File: src/logic/cfg_word_pkg.sv
// package for the configuration word decoder: register offsets, field
// positions and reset values shared by the design and its bench.
// assumes a 32-bit axi4-lite register bus with word-aligned offsets.
`default_nettype none
package cfg_word_pkg;
  // register byte offsets
  localparam logic [7:0] wdog_word_off = 8'h00; // first config word image
  localparam logic [7:0] pin_word_off = 8'h04; // third config word image
  localparam logic [7:0] wdog_status_off = 8'h08; // live watchdog state
  localparam logic [7:0] wdog_ctrl_off = 8'h0C; // software watchdog enable
  localparam logic [7:0] pin_map_ctrl_off = 8'h10; // pin map write port
  localparam logic [7:0] module_off_ctrl_off = 8'h14; // module disable port
  localparam logic [7:0] lock_status_off = 8'h18; // lock state readback
  // field positions of the first word
  localparam int win_size_hi = 25;
  localparam int win_size_lo = 24;
  localparam int hard_en_bit = 23;
  localparam int win_dis_bit = 22;
  localparam int post_hi = 20;
  localparam int post_lo = 16;
  // field positions of the third word
  localparam int bus_pwr_bit = 31;
  localparam int usb_id_bit = 30;
  localparam int pin_lock_bit = 29;
  localparam int mod_lock_bit = 28;
  localparam int uid_hi = 15;
  localparam int uid_lo = 0;
  // postscale codes
  localparam logic [4:0] post_max_code = 5'h14;
  // window size encodings as quarter-eighths of the period
  localparam logic [1:0] win_25 = 2'h3;
  localparam logic [1:0] win_37 = 2'h2;
  localparam logic [1:0] win_50 = 2'h1;
  localparam logic [1:0] win_75 = 2'h0;
  // unimplemented bits of the third word read as zero
  localparam logic [31:0] pin_word_mask = 32'hF000FFFF;
  // erased (all ones) reset images before the first capture
  localparam logic [31:0] word_reset = 32'hFFFFFFFF;
  // axi responses
  localparam logic [1:0] resp_okay = 2'h0;
  localparam logic [1:0] resp_slverr = 2'h2;
endpackage
`default_nettype wire

File: src/logic/cfg_word_decoder.sv
// configuration word decoder: latches the two nonvolatile words when reset
// is released and drives decoded settings to watchdog, usb and pin logic.
// assumes the nonvolatile words are stable static levels from storage.
// limitation: the postscale ratio is only a divider select; the watchdog
// counter itself lives elsewhere and just reads these levels.
// the register bus is a small axi4-lite slave with one write and one read
// in flight; a write lands one cycle after both of its halves are held and no response waits.
//
// Contract
// - window size field decodes to four percentages
// - hard enable forces watchdog on, blocks software
// - window disable bit picks non-window mode
// - postscale field gives ratio two to code
// - codes above range act as maximum code
// - bit 31 gives bus power pin owner
// - bit 30 gives usb ident pin owner
// - pin map lock permits one change only
// - module disable lock permits one change
// - 16-bit user identifier kept and readable
`default_nettype none
module cfg_word_decoder #(
  parameter int map_width = 16, // pin map setting width
  parameter int mod_width = 16 // module disable setting width
) (
  // clock and synchronous reset
  input wire logic aclk,
  input wire logic aresetn,
  // stored configuration words, static while running
  input wire logic [31:0] nv_wdog_word,
  input wire logic [31:0] nv_pin_word,
  // axi4-lite write address, data and response
  input wire logic [7:0] s_axi_awaddr,
  input wire logic s_axi_awvalid,
  output logic s_axi_awready,
  input wire logic [31:0] s_axi_wdata,
  input wire logic [3:0] s_axi_wstrb,
  input wire logic s_axi_wvalid,
  output logic s_axi_wready,
  output logic [1:0] s_axi_bresp,
  output logic s_axi_bvalid,
  input wire logic s_axi_bready,
  // axi4-lite read address and data
  input wire logic [7:0] s_axi_araddr,
  input wire logic s_axi_arvalid,
  output logic s_axi_arready,
  output logic [31:0] s_axi_rdata,
  output logic [1:0] s_axi_rresp,
  output logic s_axi_rvalid,
  input wire logic s_axi_rready,
  // decoded watchdog settings
  output logic [1:0] wdog_window_size,
  output logic wdog_enable,
  output logic wdog_window_mode,
  output logic [4:0] wdog_postscale_sel,
  output logic [20:0] wdog_post_ratio,
  // decoded pin ownership, software settings and identifier
  output logic bus_power_pin_owner,
  output logic usb_id_pin_owner,
  output logic [map_width-1:0] pin_map,
  output logic [mod_width-1:0] module_off,
  output logic [15:0] user_identifier
);

  // phases of the capture sequence
  typedef enum logic [1:0] {
    st_reset = 2'b00, // held in reset, images erased
    st_load = 2'b01, // second cycle after release, sample words
    st_run = 2'b10 // words frozen until next reset
  } phase_type;
  // the fourth code never occurs; if it did, the default restarts capture

  // whole module state in one packed struct, so the reset branch sets
  // every field at once and none can be forgotten
  typedef struct packed {
    phase_type phase;
    logic [31:0] wdog_word; // captured first word
    logic [31:0] pin_word; // captured third word
    logic sw_wdog_on; // software watchdog request
    logic map_used; // pin map already changed once
    logic mod_used; // module disable already changed once
    logic [map_width-1:0] pin_map;
    logic [mod_width-1:0] module_off;
    logic [1:0] win_size;
    logic wdog_en;
    logic win_mode;
    logic [4:0] post_sel;
    logic [20:0] post_ratio;
    logic bus_owner;
    logic id_owner;
    logic [15:0] uid;
    logic aw_held; // write address taken, awaiting data
    logic [7:0] aw_addr;
    logic w_held; // write data taken, awaiting address
    logic [31:0] w_data;
    logic [3:0] w_strb;
    logic awready;
    logic wready;
    logic bvalid;
    logic [1:0] bresp;
    logic arready;
    logic rvalid;
    logic [31:0] rdata;
    logic [1:0] rresp;
  } state_type;

  // registered state and its next value
  state_type state_reg;
  state_type state_next;
  // helpers of the next-state logic, given values at its top
  logic [4:0] post_eff; // postscale code after clamp
  logic wr_go; // both write halves present
  logic [31:0] wr_merged; // write data with byte lanes applied
  logic [7:0] wr_addr;

  // byte-lane merge helper for the write data
  // lanes whose strobe is low keep their old contents
  function automatic logic [31:0] lane_merge(input logic [31:0] old_v,
                                             input logic [31:0] new_v,
                                             input logic [3:0] strb);
    logic [31:0] res;
    res = old_v;
    for (int i = 0; i < 4; i++) begin
      if (strb[i]) begin
        res[i*8 +: 8] = new_v[i*8 +: 8];
      end
    end
    return res;
  endfunction

  // next-state logic
  always_comb begin
    state_next = state_reg;
    post_eff = 5'h00;
    wr_go = 1'b0;
    wr_addr = 8'h00;
    wr_merged = 32'h00000000;
    // capture sequence: reset, one load cycle, then frozen
    case (state_reg.phase)
      st_reset: begin
        // one idle cycle so the words settle after release
        state_next.phase = st_load;
      end
      st_load: begin
        // sample the words exactly once per reset
        state_next.wdog_word = nv_wdog_word;
        state_next.pin_word = nv_pin_word & cfg_word_pkg::pin_word_mask;
        state_next.phase = st_run;
      end
      st_run: begin
        // nothing moves until the next reset
        state_next.phase = st_run;
      end
      default: begin
        // unreachable code: restart the capture
        state_next.phase = st_reset;
      end
    endcase

    // decode from the captured images; static once running, but the enable also follows software
    state_next.win_size = state_reg.wdog_word[cfg_word_pkg::win_size_hi:
                                              cfg_word_pkg::win_size_lo];
    // a hard enable overrides any software request
    state_next.wdog_en = state_reg.wdog_word[cfg_word_pkg::hard_en_bit]
                         | state_reg.sw_wdog_on;
    // disable bit set means non-window mode, so window mode is inverse
    state_next.win_mode =
      ~state_reg.wdog_word[cfg_word_pkg::win_dis_bit];
    post_eff = state_reg.wdog_word[cfg_word_pkg::post_hi:
                                   cfg_word_pkg::post_lo];
    // reserved codes above the top entry act as the top entry, so the
    // watchdog never gets a shorter period than the largest legal one
    if (post_eff > cfg_word_pkg::post_max_code) begin
      post_eff = cfg_word_pkg::post_max_code;
    end
    state_next.post_sel = post_eff;
    // one-hot power of two; the width covers the top code exactly
    state_next.post_ratio = 21'h000001 << post_eff;
    // pin ownership and identifier come straight from the third word
    state_next.bus_owner =
      state_reg.pin_word[cfg_word_pkg::bus_pwr_bit];
    state_next.id_owner =
      state_reg.pin_word[cfg_word_pkg::usb_id_bit];
    state_next.uid = state_reg.pin_word[cfg_word_pkg::uid_hi:
                                        cfg_word_pkg::uid_lo];

    // write channel: take address and data in either order
    state_next.awready = 1'b0;
    state_next.wready = 1'b0;
    // a half taken here waits in its holder for its partner
    if (s_axi_awvalid && state_reg.awready) begin
      state_next.aw_held = 1'b1;
      state_next.aw_addr = s_axi_awaddr;
    end
    if (s_axi_wvalid && state_reg.wready) begin
      state_next.w_held = 1'b1;
      state_next.w_data = s_axi_wdata;
      state_next.w_strb = s_axi_wstrb;
    end
    // the response leaves once the master has seen it
    if (state_reg.bvalid && s_axi_bready) begin
      state_next.bvalid = 1'b0;
    end
    // the write lands only once no earlier response is still waiting
    wr_go = state_reg.aw_held && state_reg.w_held && !state_reg.bvalid;
    wr_addr = state_reg.aw_addr;
    if (wr_go) begin
      state_next.aw_held = 1'b0;
      state_next.w_held = 1'b0;
      state_next.bvalid = 1'b1;
      state_next.bresp = cfg_word_pkg::resp_okay;
      // map decode on the word address; the two low bits are ignored
      case ({wr_addr[7:2], 2'b00})
        cfg_word_pkg::wdog_ctrl_off: begin
          // software may switch on; off is ignored under hard enable
          if (state_reg.w_strb[0]) begin
            state_next.sw_wdog_on = state_reg.w_data[0];
          end
        end
        cfg_word_pkg::pin_map_ctrl_off: begin
          // second change refused once locked and used
          if (!(state_reg.pin_word[cfg_word_pkg::pin_lock_bit]
                && state_reg.map_used)) begin
            wr_merged = lane_merge(32'(state_reg.pin_map),
                                   state_reg.w_data, state_reg.w_strb);
            state_next.pin_map = wr_merged[map_width-1:0];
            state_next.map_used = 1'b1;
          end else begin
            state_next.bresp = cfg_word_pkg::resp_slverr;
          end
        end
        cfg_word_pkg::module_off_ctrl_off: begin
          // same one-shot lock for the module disable word
          if (!(state_reg.pin_word[cfg_word_pkg::mod_lock_bit]
                && state_reg.mod_used)) begin
            wr_merged = lane_merge(32'(state_reg.module_off),
                                   state_reg.w_data, state_reg.w_strb);
            state_next.module_off = wr_merged[mod_width-1:0];
            state_next.mod_used = 1'b1;
          end else begin
            state_next.bresp = cfg_word_pkg::resp_slverr;
          end
        end
        cfg_word_pkg::wdog_word_off,
        cfg_word_pkg::pin_word_off,
        cfg_word_pkg::wdog_status_off,
        cfg_word_pkg::lock_status_off: begin
          // read-only images and status: writes accepted and dropped
          state_next.bresp = cfg_word_pkg::resp_okay;
        end
        default: begin
          state_next.bresp = cfg_word_pkg::resp_slverr;
        end
      endcase
    end
    // accept a new half only while its holder is empty
    state_next.awready = !state_next.aw_held && !state_reg.awready;
    state_next.wready = !state_next.w_held && !state_reg.wready;

    // read channel: one read in flight
    state_next.arready = 1'b0;
    // a finished read frees the channel
    if (state_reg.rvalid && s_axi_rready) begin
      state_next.rvalid = 1'b0;
    end
    if (s_axi_arvalid && state_reg.arready) begin
      state_next.rvalid = 1'b1;
      state_next.rresp = cfg_word_pkg::resp_okay;
      // readback: narrow fields sit in the low bits, the rest reads 0
      case ({s_axi_araddr[7:2], 2'b00})
        cfg_word_pkg::wdog_word_off: begin
          state_next.rdata = state_reg.wdog_word;
        end
        cfg_word_pkg::pin_word_off: begin
          state_next.rdata = state_reg.pin_word;
        end
        cfg_word_pkg::wdog_status_off: begin
          // status: postscale code, mode, enable, running flag
          state_next.rdata = {24'h000000, state_reg.post_sel,
                              state_reg.win_mode, state_reg.wdog_en,
                              state_reg.phase == st_run};
        end
        cfg_word_pkg::wdog_ctrl_off: begin
          state_next.rdata = {31'h00000000, state_reg.sw_wdog_on};
        end
        cfg_word_pkg::pin_map_ctrl_off: begin
          state_next.rdata = 32'(state_reg.pin_map);
        end
        cfg_word_pkg::module_off_ctrl_off: begin
          state_next.rdata = 32'(state_reg.module_off);
        end
        cfg_word_pkg::lock_status_off: begin
          state_next.rdata = {30'h00000000, state_reg.mod_used,
                              state_reg.map_used};
        end
        default: begin
          state_next.rdata = 32'h00000000;
          state_next.rresp = cfg_word_pkg::resp_slverr;
        end
      endcase
    end
    // arready drops for the take cycle and while the answer stands
    state_next.arready = !state_next.rvalid && !state_reg.arready
                         && !(s_axi_arvalid && state_reg.arready);
  end

  // state register with synchronous reset; the erased image is all ones,
  // so from release until capture the decode shows hard enable, non-window mode and the top postscale code; under reset it reads zero
  always_ff @(posedge aclk) begin
    if (!aresetn) begin
      state_reg <= '0;
      state_reg.phase <= st_reset;
      state_reg.wdog_word <= cfg_word_pkg::word_reset;
      // unimplemented bits of the third word stay zero even when erased
      state_reg.pin_word <= cfg_word_pkg::word_reset
                            & cfg_word_pkg::pin_word_mask;
    end else begin
      state_reg <= state_next;
    end
  end

  // outputs straight from the state register; no output passes a gate,
  // so consumers see clean levels that change only on a clock edge
  assign s_axi_awready = state_reg.awready;
  assign s_axi_wready = state_reg.wready;
  assign s_axi_bresp = state_reg.bresp;
  assign s_axi_bvalid = state_reg.bvalid;
  assign s_axi_arready = state_reg.arready;
  assign s_axi_rdata = state_reg.rdata;
  assign s_axi_rresp = state_reg.rresp;
  assign s_axi_rvalid = state_reg.rvalid;
  assign wdog_window_size = state_reg.win_size;
  assign wdog_enable = state_reg.wdog_en;
  assign wdog_window_mode = state_reg.win_mode;
  assign wdog_postscale_sel = state_reg.post_sel;
  assign wdog_post_ratio = state_reg.post_ratio;
  assign bus_power_pin_owner = state_reg.bus_owner;
  assign usb_id_pin_owner = state_reg.id_owner;
  assign pin_map = state_reg.pin_map;
  assign module_off = state_reg.module_off;
  assign user_identifier = state_reg.uid;

endmodule
`default_nettype wire

File: config.mk
export PLATFORM = sky130hd
export DESIGN_NAME = cfg_word_decoder
export DESIGN_NICKNAME = d
export VERILOG_FILES = /design/src/logic/cfg_word_pkg.sv /design/src/logic/cfg_word_decoder.sv
export SDC_FILE = /design/constraint.sdc
export NUM_CORES = 1
export LEC_CHECK = 0
export BUFFER_PORTS_ARGS = -buffer_cell sky130_fd_sc_hd__buf_2
export CAP_MARGIN = 30
export CELL_PAD_IN_SITES_DETAIL_PLACEMENT = 0
export CELL_PAD_IN_SITES_GLOBAL_PLACEMENT = 1
export CORE_ASPECT_RATIO = 0.5
export CORE_MARGIN = 2
export CORE_UTILIZATION = 42
export CTS_CLUSTER_DIAMETER = 80
export DETAILED_ROUTE_END_ITERATION = 10
export HOLD_SLACK_MARGIN = 0.12
export PLACE_DENSITY_LB_ADDON = 0.1
export SLEW_MARGIN = 20
export SYNTH_ARGS = -nofsm -noshare
export SYNTH_HDL_FRONTEND = slang
export SYNTH_SLANG_ARGS = --single-unit
File: constraint.sdc
create_clock -name aclk -period 6.13 [get_ports aclk]
set_clock_uncertainty 0.2 [all_clocks]
set_input_delay 0 -clock aclk [delete_from_list [all_inputs] [get_ports aclk]]
set_output_delay 0 -clock aclk [all_outputs]
set_load 0.05 [all_outputs]
Word level (Yosys, flattened, before mapping)
Cells that the tools add are included.

word-level totals
  output and inout bits = 121
  bits of input ports = 123
  bits in registers = 224
  word-level logic and storage cells = 101

operators by class
  bitwise operators = 4
  eq/ne operators = 14
  mux-type cells = 15
  magnitude comparators = 1
  reductions and logical operators = 35
  shifts and indexed selects = 1

operator list
  kind                                                  number
  one-hot mux 32 bit (7 select lines)                   1
  two-way mux 37 bit                                    1
  equality test 6 x 3 -> 1 bit (second input constant)  6
  two-way mux 35 bit                                    1
  equality test 6 x 2 -> 1 bit (second input constant)  4
  << shifter 1 x 5 -> 21 bit (first input constant)     1
  AND reduction 4 bit                                   4
  logical AND 1 bit                                     13
  equality test 6 x 1 -> 1 bit (second input constant)  2
  logical NOT 6 bit                                     2
  two-way mux 9 bit                                     1
  AND reduction 3 bit                                   3
  logical NOT 1 bit                                     8
  OR reduction 7 bit                                    1
  two-way mux 2 bit                                     3
  one-hot mux 2 bit (3 select lines)                    1
  > comparator 5 bit (second input constant)            1
  two-way mux 5 bit                                     1
  OR reduction 5 bit                                    1
  two-way mux 1 bit                                     4
  one-hot mux 2 bit (2 select lines)                    1
  two-way mux 3 bit                                     1
  NOT 1 bit                                             3
  equality test 2 x 1 -> 1 bit (second input constant)  1
  other kinds (5)                                       5

Logic depth before layout (Yosys ltp)
  depth after elaboration = 7
  gate-level depth with buffers = 7
  depth with buffers taken out = 5

Worst setup path after synthesis
No wires, ideal clock.

  kind = flip-flop to flip-flop
  start = register state_reg, in the netlist s_axi_bvalid
  end = register state_reg, in the netlist pin_map[0]
  arrival = 1,868 ps
  library setup time = 116 ps
  clock period less this slack = 2,184 ps
  path buffers = 0
  cell stages (with the launch flop) = 5
  path slack = 3,946 ps
  data required time = 5,814 ps
  cell sequence = dfxtp_1 -> nand3b_1 -> nor4_4 -> mux2i_1 -> nor2b_1

on the way
  longest elaborated chain between the ends = 3

ends and longest elaborated chain
  what                           RTL line                 text
  start, declared                cfg_word_decoder.sv:107  state_type state_reg;
  start signal, assigned         cfg_word_decoder.sv:317  state_reg <= state_next;
  logical NOT 1 bit              cfg_word_decoder.sv:204  wr_go = state_reg.aw_held && state_reg.w_held && !state_reg.bvalid;
  logical AND 1 bit              cfg_word_decoder.sv:204
  AND reduction 4 bit (no line)  n/a

Every way passes these cells.
A chain may end at the register's enable or synchronous reset.

Final worst setup path
  start = input port s_axi_araddr[2]
  end = register state_reg, in the netlist s_axi_rdata[1]

on the way
  longest elaborated chain between the ends = 2
  elaborated cells on any way between the ends = 8
  classes of those cells = eq/ne (6); mux (1); reduce/logical (1)

ends and longest elaborated chain
  what                                                        RTL line                 text
  start, declared                                             cfg_word_decoder.sv:43   input wire logic [7:0] s_axi_araddr,
  equality test 6 x 3 -> 1 bit, or another cell as far along  cfg_word_decoder.sv:269  case ({s_axi_araddr[7:2], 2'b00})
  one-hot mux 32 bit (7 select lines) (*)                     cfg_word_decoder.sv:269

Every way passes the cells marked *; elsewhere a longest branch is shown, timed or not.

==> impl_metrics.ini <==
[outcome]
status = finished, final reports clean

[logic_synthesis]
synth-seq-cells = 202
syn_inst = 839
syn_area_per_cell_um2 = 10.0
ys_top_cells_by_area = dfxtp_1, buf_4, mux2i_1, nand2_1, mux4_2
synth_top_area_cell = dfxtp_1
yosysTopAreaCellShare_pct = 48.1
ys_seq_area_share_pct = 48.1
synth.most_common_cell = dfxtp_1
syn_area_um2 = 8400
synth_common_cells = dfxtp_1, buf_4, nand2_1, mux2i_1, nor2b_1
synth_edf_count = 0
synth_ff_type = dfxtp_1
yosysWarnings = 0
yosysUniqueCellTypes = 47
async_flop_share_pct = 0

[global_routing]
grt_pass1_vias = 6631
met3_usage_pct = 3.29
grt_max_degree = 106
overflow = 0
busiest_layer = met2
antenna_found_initial = 0
grt_usage_pct = 21.3
use_met1_pct = 29.4
grt_pass1_wl_um = 36100
met2_usage_pct = 35.5

[die]
coreArea_um2 = 19500
ioPinCount = 244
start_util_pct = 43.0
dieWidth_um = 204
rows = 36
die_h_um = 104
die-area_um2 = 21200

[critical_path]
ff2ff_setup_slack_ns = 3.47
r2r_cells = 5
cp.arrival_ns = 2.98
crit_type = in -> reg
crit_fanout = 27
r2r-start = s_axi_wready$_SDFF_PN0_
worstPathRequired_ns = 6.36
crit_path_start_kind = input port
worstSetupEndpointType = flop
timing.rr.end = state_reg[58]$_SDFFE_PN0P_

[finish]
final_layout_size_suffix_gt1_share_pct = 22.9
fin_util_pct = 60.1
multi_input_area_um2 = 3300
area_delta_synth_final_pct = 39.9
regArea_um2 = 4040
antennaDiodeCount = 0
n_fill_cell = 1703
final_cells = 1416
nNetsFinal = 1264
largest_register_ffs = 57

[clocking]
cts_tree = yes
insertion_delay_ns = 0.49
h-tree-depth = 1
cts_root_buf = clkbuf_16
cts.sinks = 202
clkTransAtPathRegs_ns = 0.07
postCtsResizedCells = 0
cts_buffers = 20
clock_path_buffers = 3

[detailed_routing]
vias = 6698
viasPerCell = 4.73
drt_first_pass_iters = 4
routedWlPerCell_um = 16.0
route.detailed.drc = 0
drtIter0Drc = 301
wl_um = 22600
ant_nets = 0

[worst_hold_path]
hold_depth = 5
hold_start = s_axi_araddr[7]
min_path_type = in -> reg
hold_path_end = s_axi_rdata[16]$_SDFFE_PN0P_

[sta]
period_minus_slack_ns = 2.75
setup_slack_ns = 3.38
maxSlewViolCount = 0
worst_slew_pin_slew_ns = 0.863
hold_slack_ns = 0.145
fmax_mhz = 363
rsz0062_at_grt = no
fin_crit_sh_pct = 44.9
fin_setup_tns_ns = 0
setup_violations = 0
max_slew_margin_pct = 42.5
hold_violations = 0

[pwr]
ir_drop_uv = 168
p_leak_nw = 4.91
power_density_nw_per_um2 = 297

[placed_design]
io_buffers = 207
pre_cts_ws_ns = 3.75
gp_congestion = 0.792
dp.cells = 1154
hpwlAfterDp_um = 14400

[run]
drv_cap = 0
power by group:
group	internal, mW	switching, mW	total, mW
clock	0.741	0.509	1.25
combinational	0.354	0.371	0.725
sequential	1.43	0.0853	1.51
logic make-up after synthesis:
group	count (synthesis)	synth area share, %
AO/OA/AOI/OAI	110	9.41
adder cells (fa/ha/maj)	4	0.596
buffers and inverters	169	12.7
flip-flops	202	48.1
multiplexers	90	12.8
other	1	0.0446
AND/OR/NAND/NOR	263	16.3
worst max-delay path: stages:
cell and delay (ns):
dlygate4sd3_1 0.52, buf_2 0.67, mux2i_1 0.24, o211a_1 0.25
dlygate4sd3_1 0.55, o31ai_1 0.18, dlygate4sd3_1 0.57
worst max-delay path by stage:
stage / depth (start not counted) / startpoint / end / slack (ns)
6_report: 7 / s_axi_araddr[2] / s_axi_rdata[1]$_SDFFE_PN0P_ / 3.38
5_1_grt: 7 / s_axi_araddr[2] / s_axi_rdata[1]$_SDFFE_PN0P_ / 3.20
4_1_cts: 7 / s_axi_araddr[2] / s_axi_rdata[1]$_SDFFE_PN0P_ / 3.36
3_5_place_dp: 5 / aresetn / wdog_post_ratio[9]$_SDFF_PP0_ / 3.75
3_3_place_gp: 4 / s_axi_bvalid$_SDFFE_PN0P_ / module_off[15]$_SDFFE_PN0P_ / 3.73
2_1_floorplan: 4 / s_axi_bvalid$_SDFFE_PN0P_ / pin_map[0]$_SDFFE_PN0P_ / 3.95
metal layers:
layer,wire length (um),vias up,part of all wire [%]
met5,0,-,0
met4,303,0,1.3
met3,953,24,4.2
met2,10400,135,46
met1,11000,3198,48
li1,-,3341,-
cells in the final DEF (no fill, tap or decap), types with 3 or more instances in the layout:
master	count
mux2i_1	75
and2_1	26
a21oi_1	5
a22oi_1	12
clkbuf_1	3
nor3_1	7
a31oi_1	3
and3b_1	5
o21ai_0	21
nand3b_1	4
nand2b_1	3
a22o_1	8
o21a_1	3
inv_1	8
a221o_1	7
o31ai_1	5
nor2b_1	44
a21boi_1	10
nand4_1	18
dfxtp_1	202
nor2_1	22
dlygate4sd3_1	225
clkinv_2	3
nand3_1	9
clkbuf_8	6
ha_1	3
buf_2	206
clkbuf_16	21
nand2_1	110
mux4_2	14
a21boi_0	31
through the flow:
step | instance area [um^2] | power (mW)
floorplan | 8400 | 1.99
global placement | 8760 | 2.11
detailed placement | 8770 | 2.12
CTS | 11700 | 3.50
global route | 11700 | 3.65
finish | 11700 | 3.49
timing repair:
action                    in CTS  in global routing
setup buffers                  0                  0
hold buffers                 225                  0
hold endpoints to repair     165                  0
area by class of cell:
cell class / instances / area share (%)
Timing Repair Buffer: 436 / 28.6
Clock buffer: 30 / 5.27
Tap cell: 266 / 2.83
Sequential cell: 202 / 34.4
Clock inverter: 5 / 0.458
Multi-Input combinational cell: 469 / 28.1
Inverter: 8 / 0.256
No activity file was read; power rests on OpenSTA's default activity.
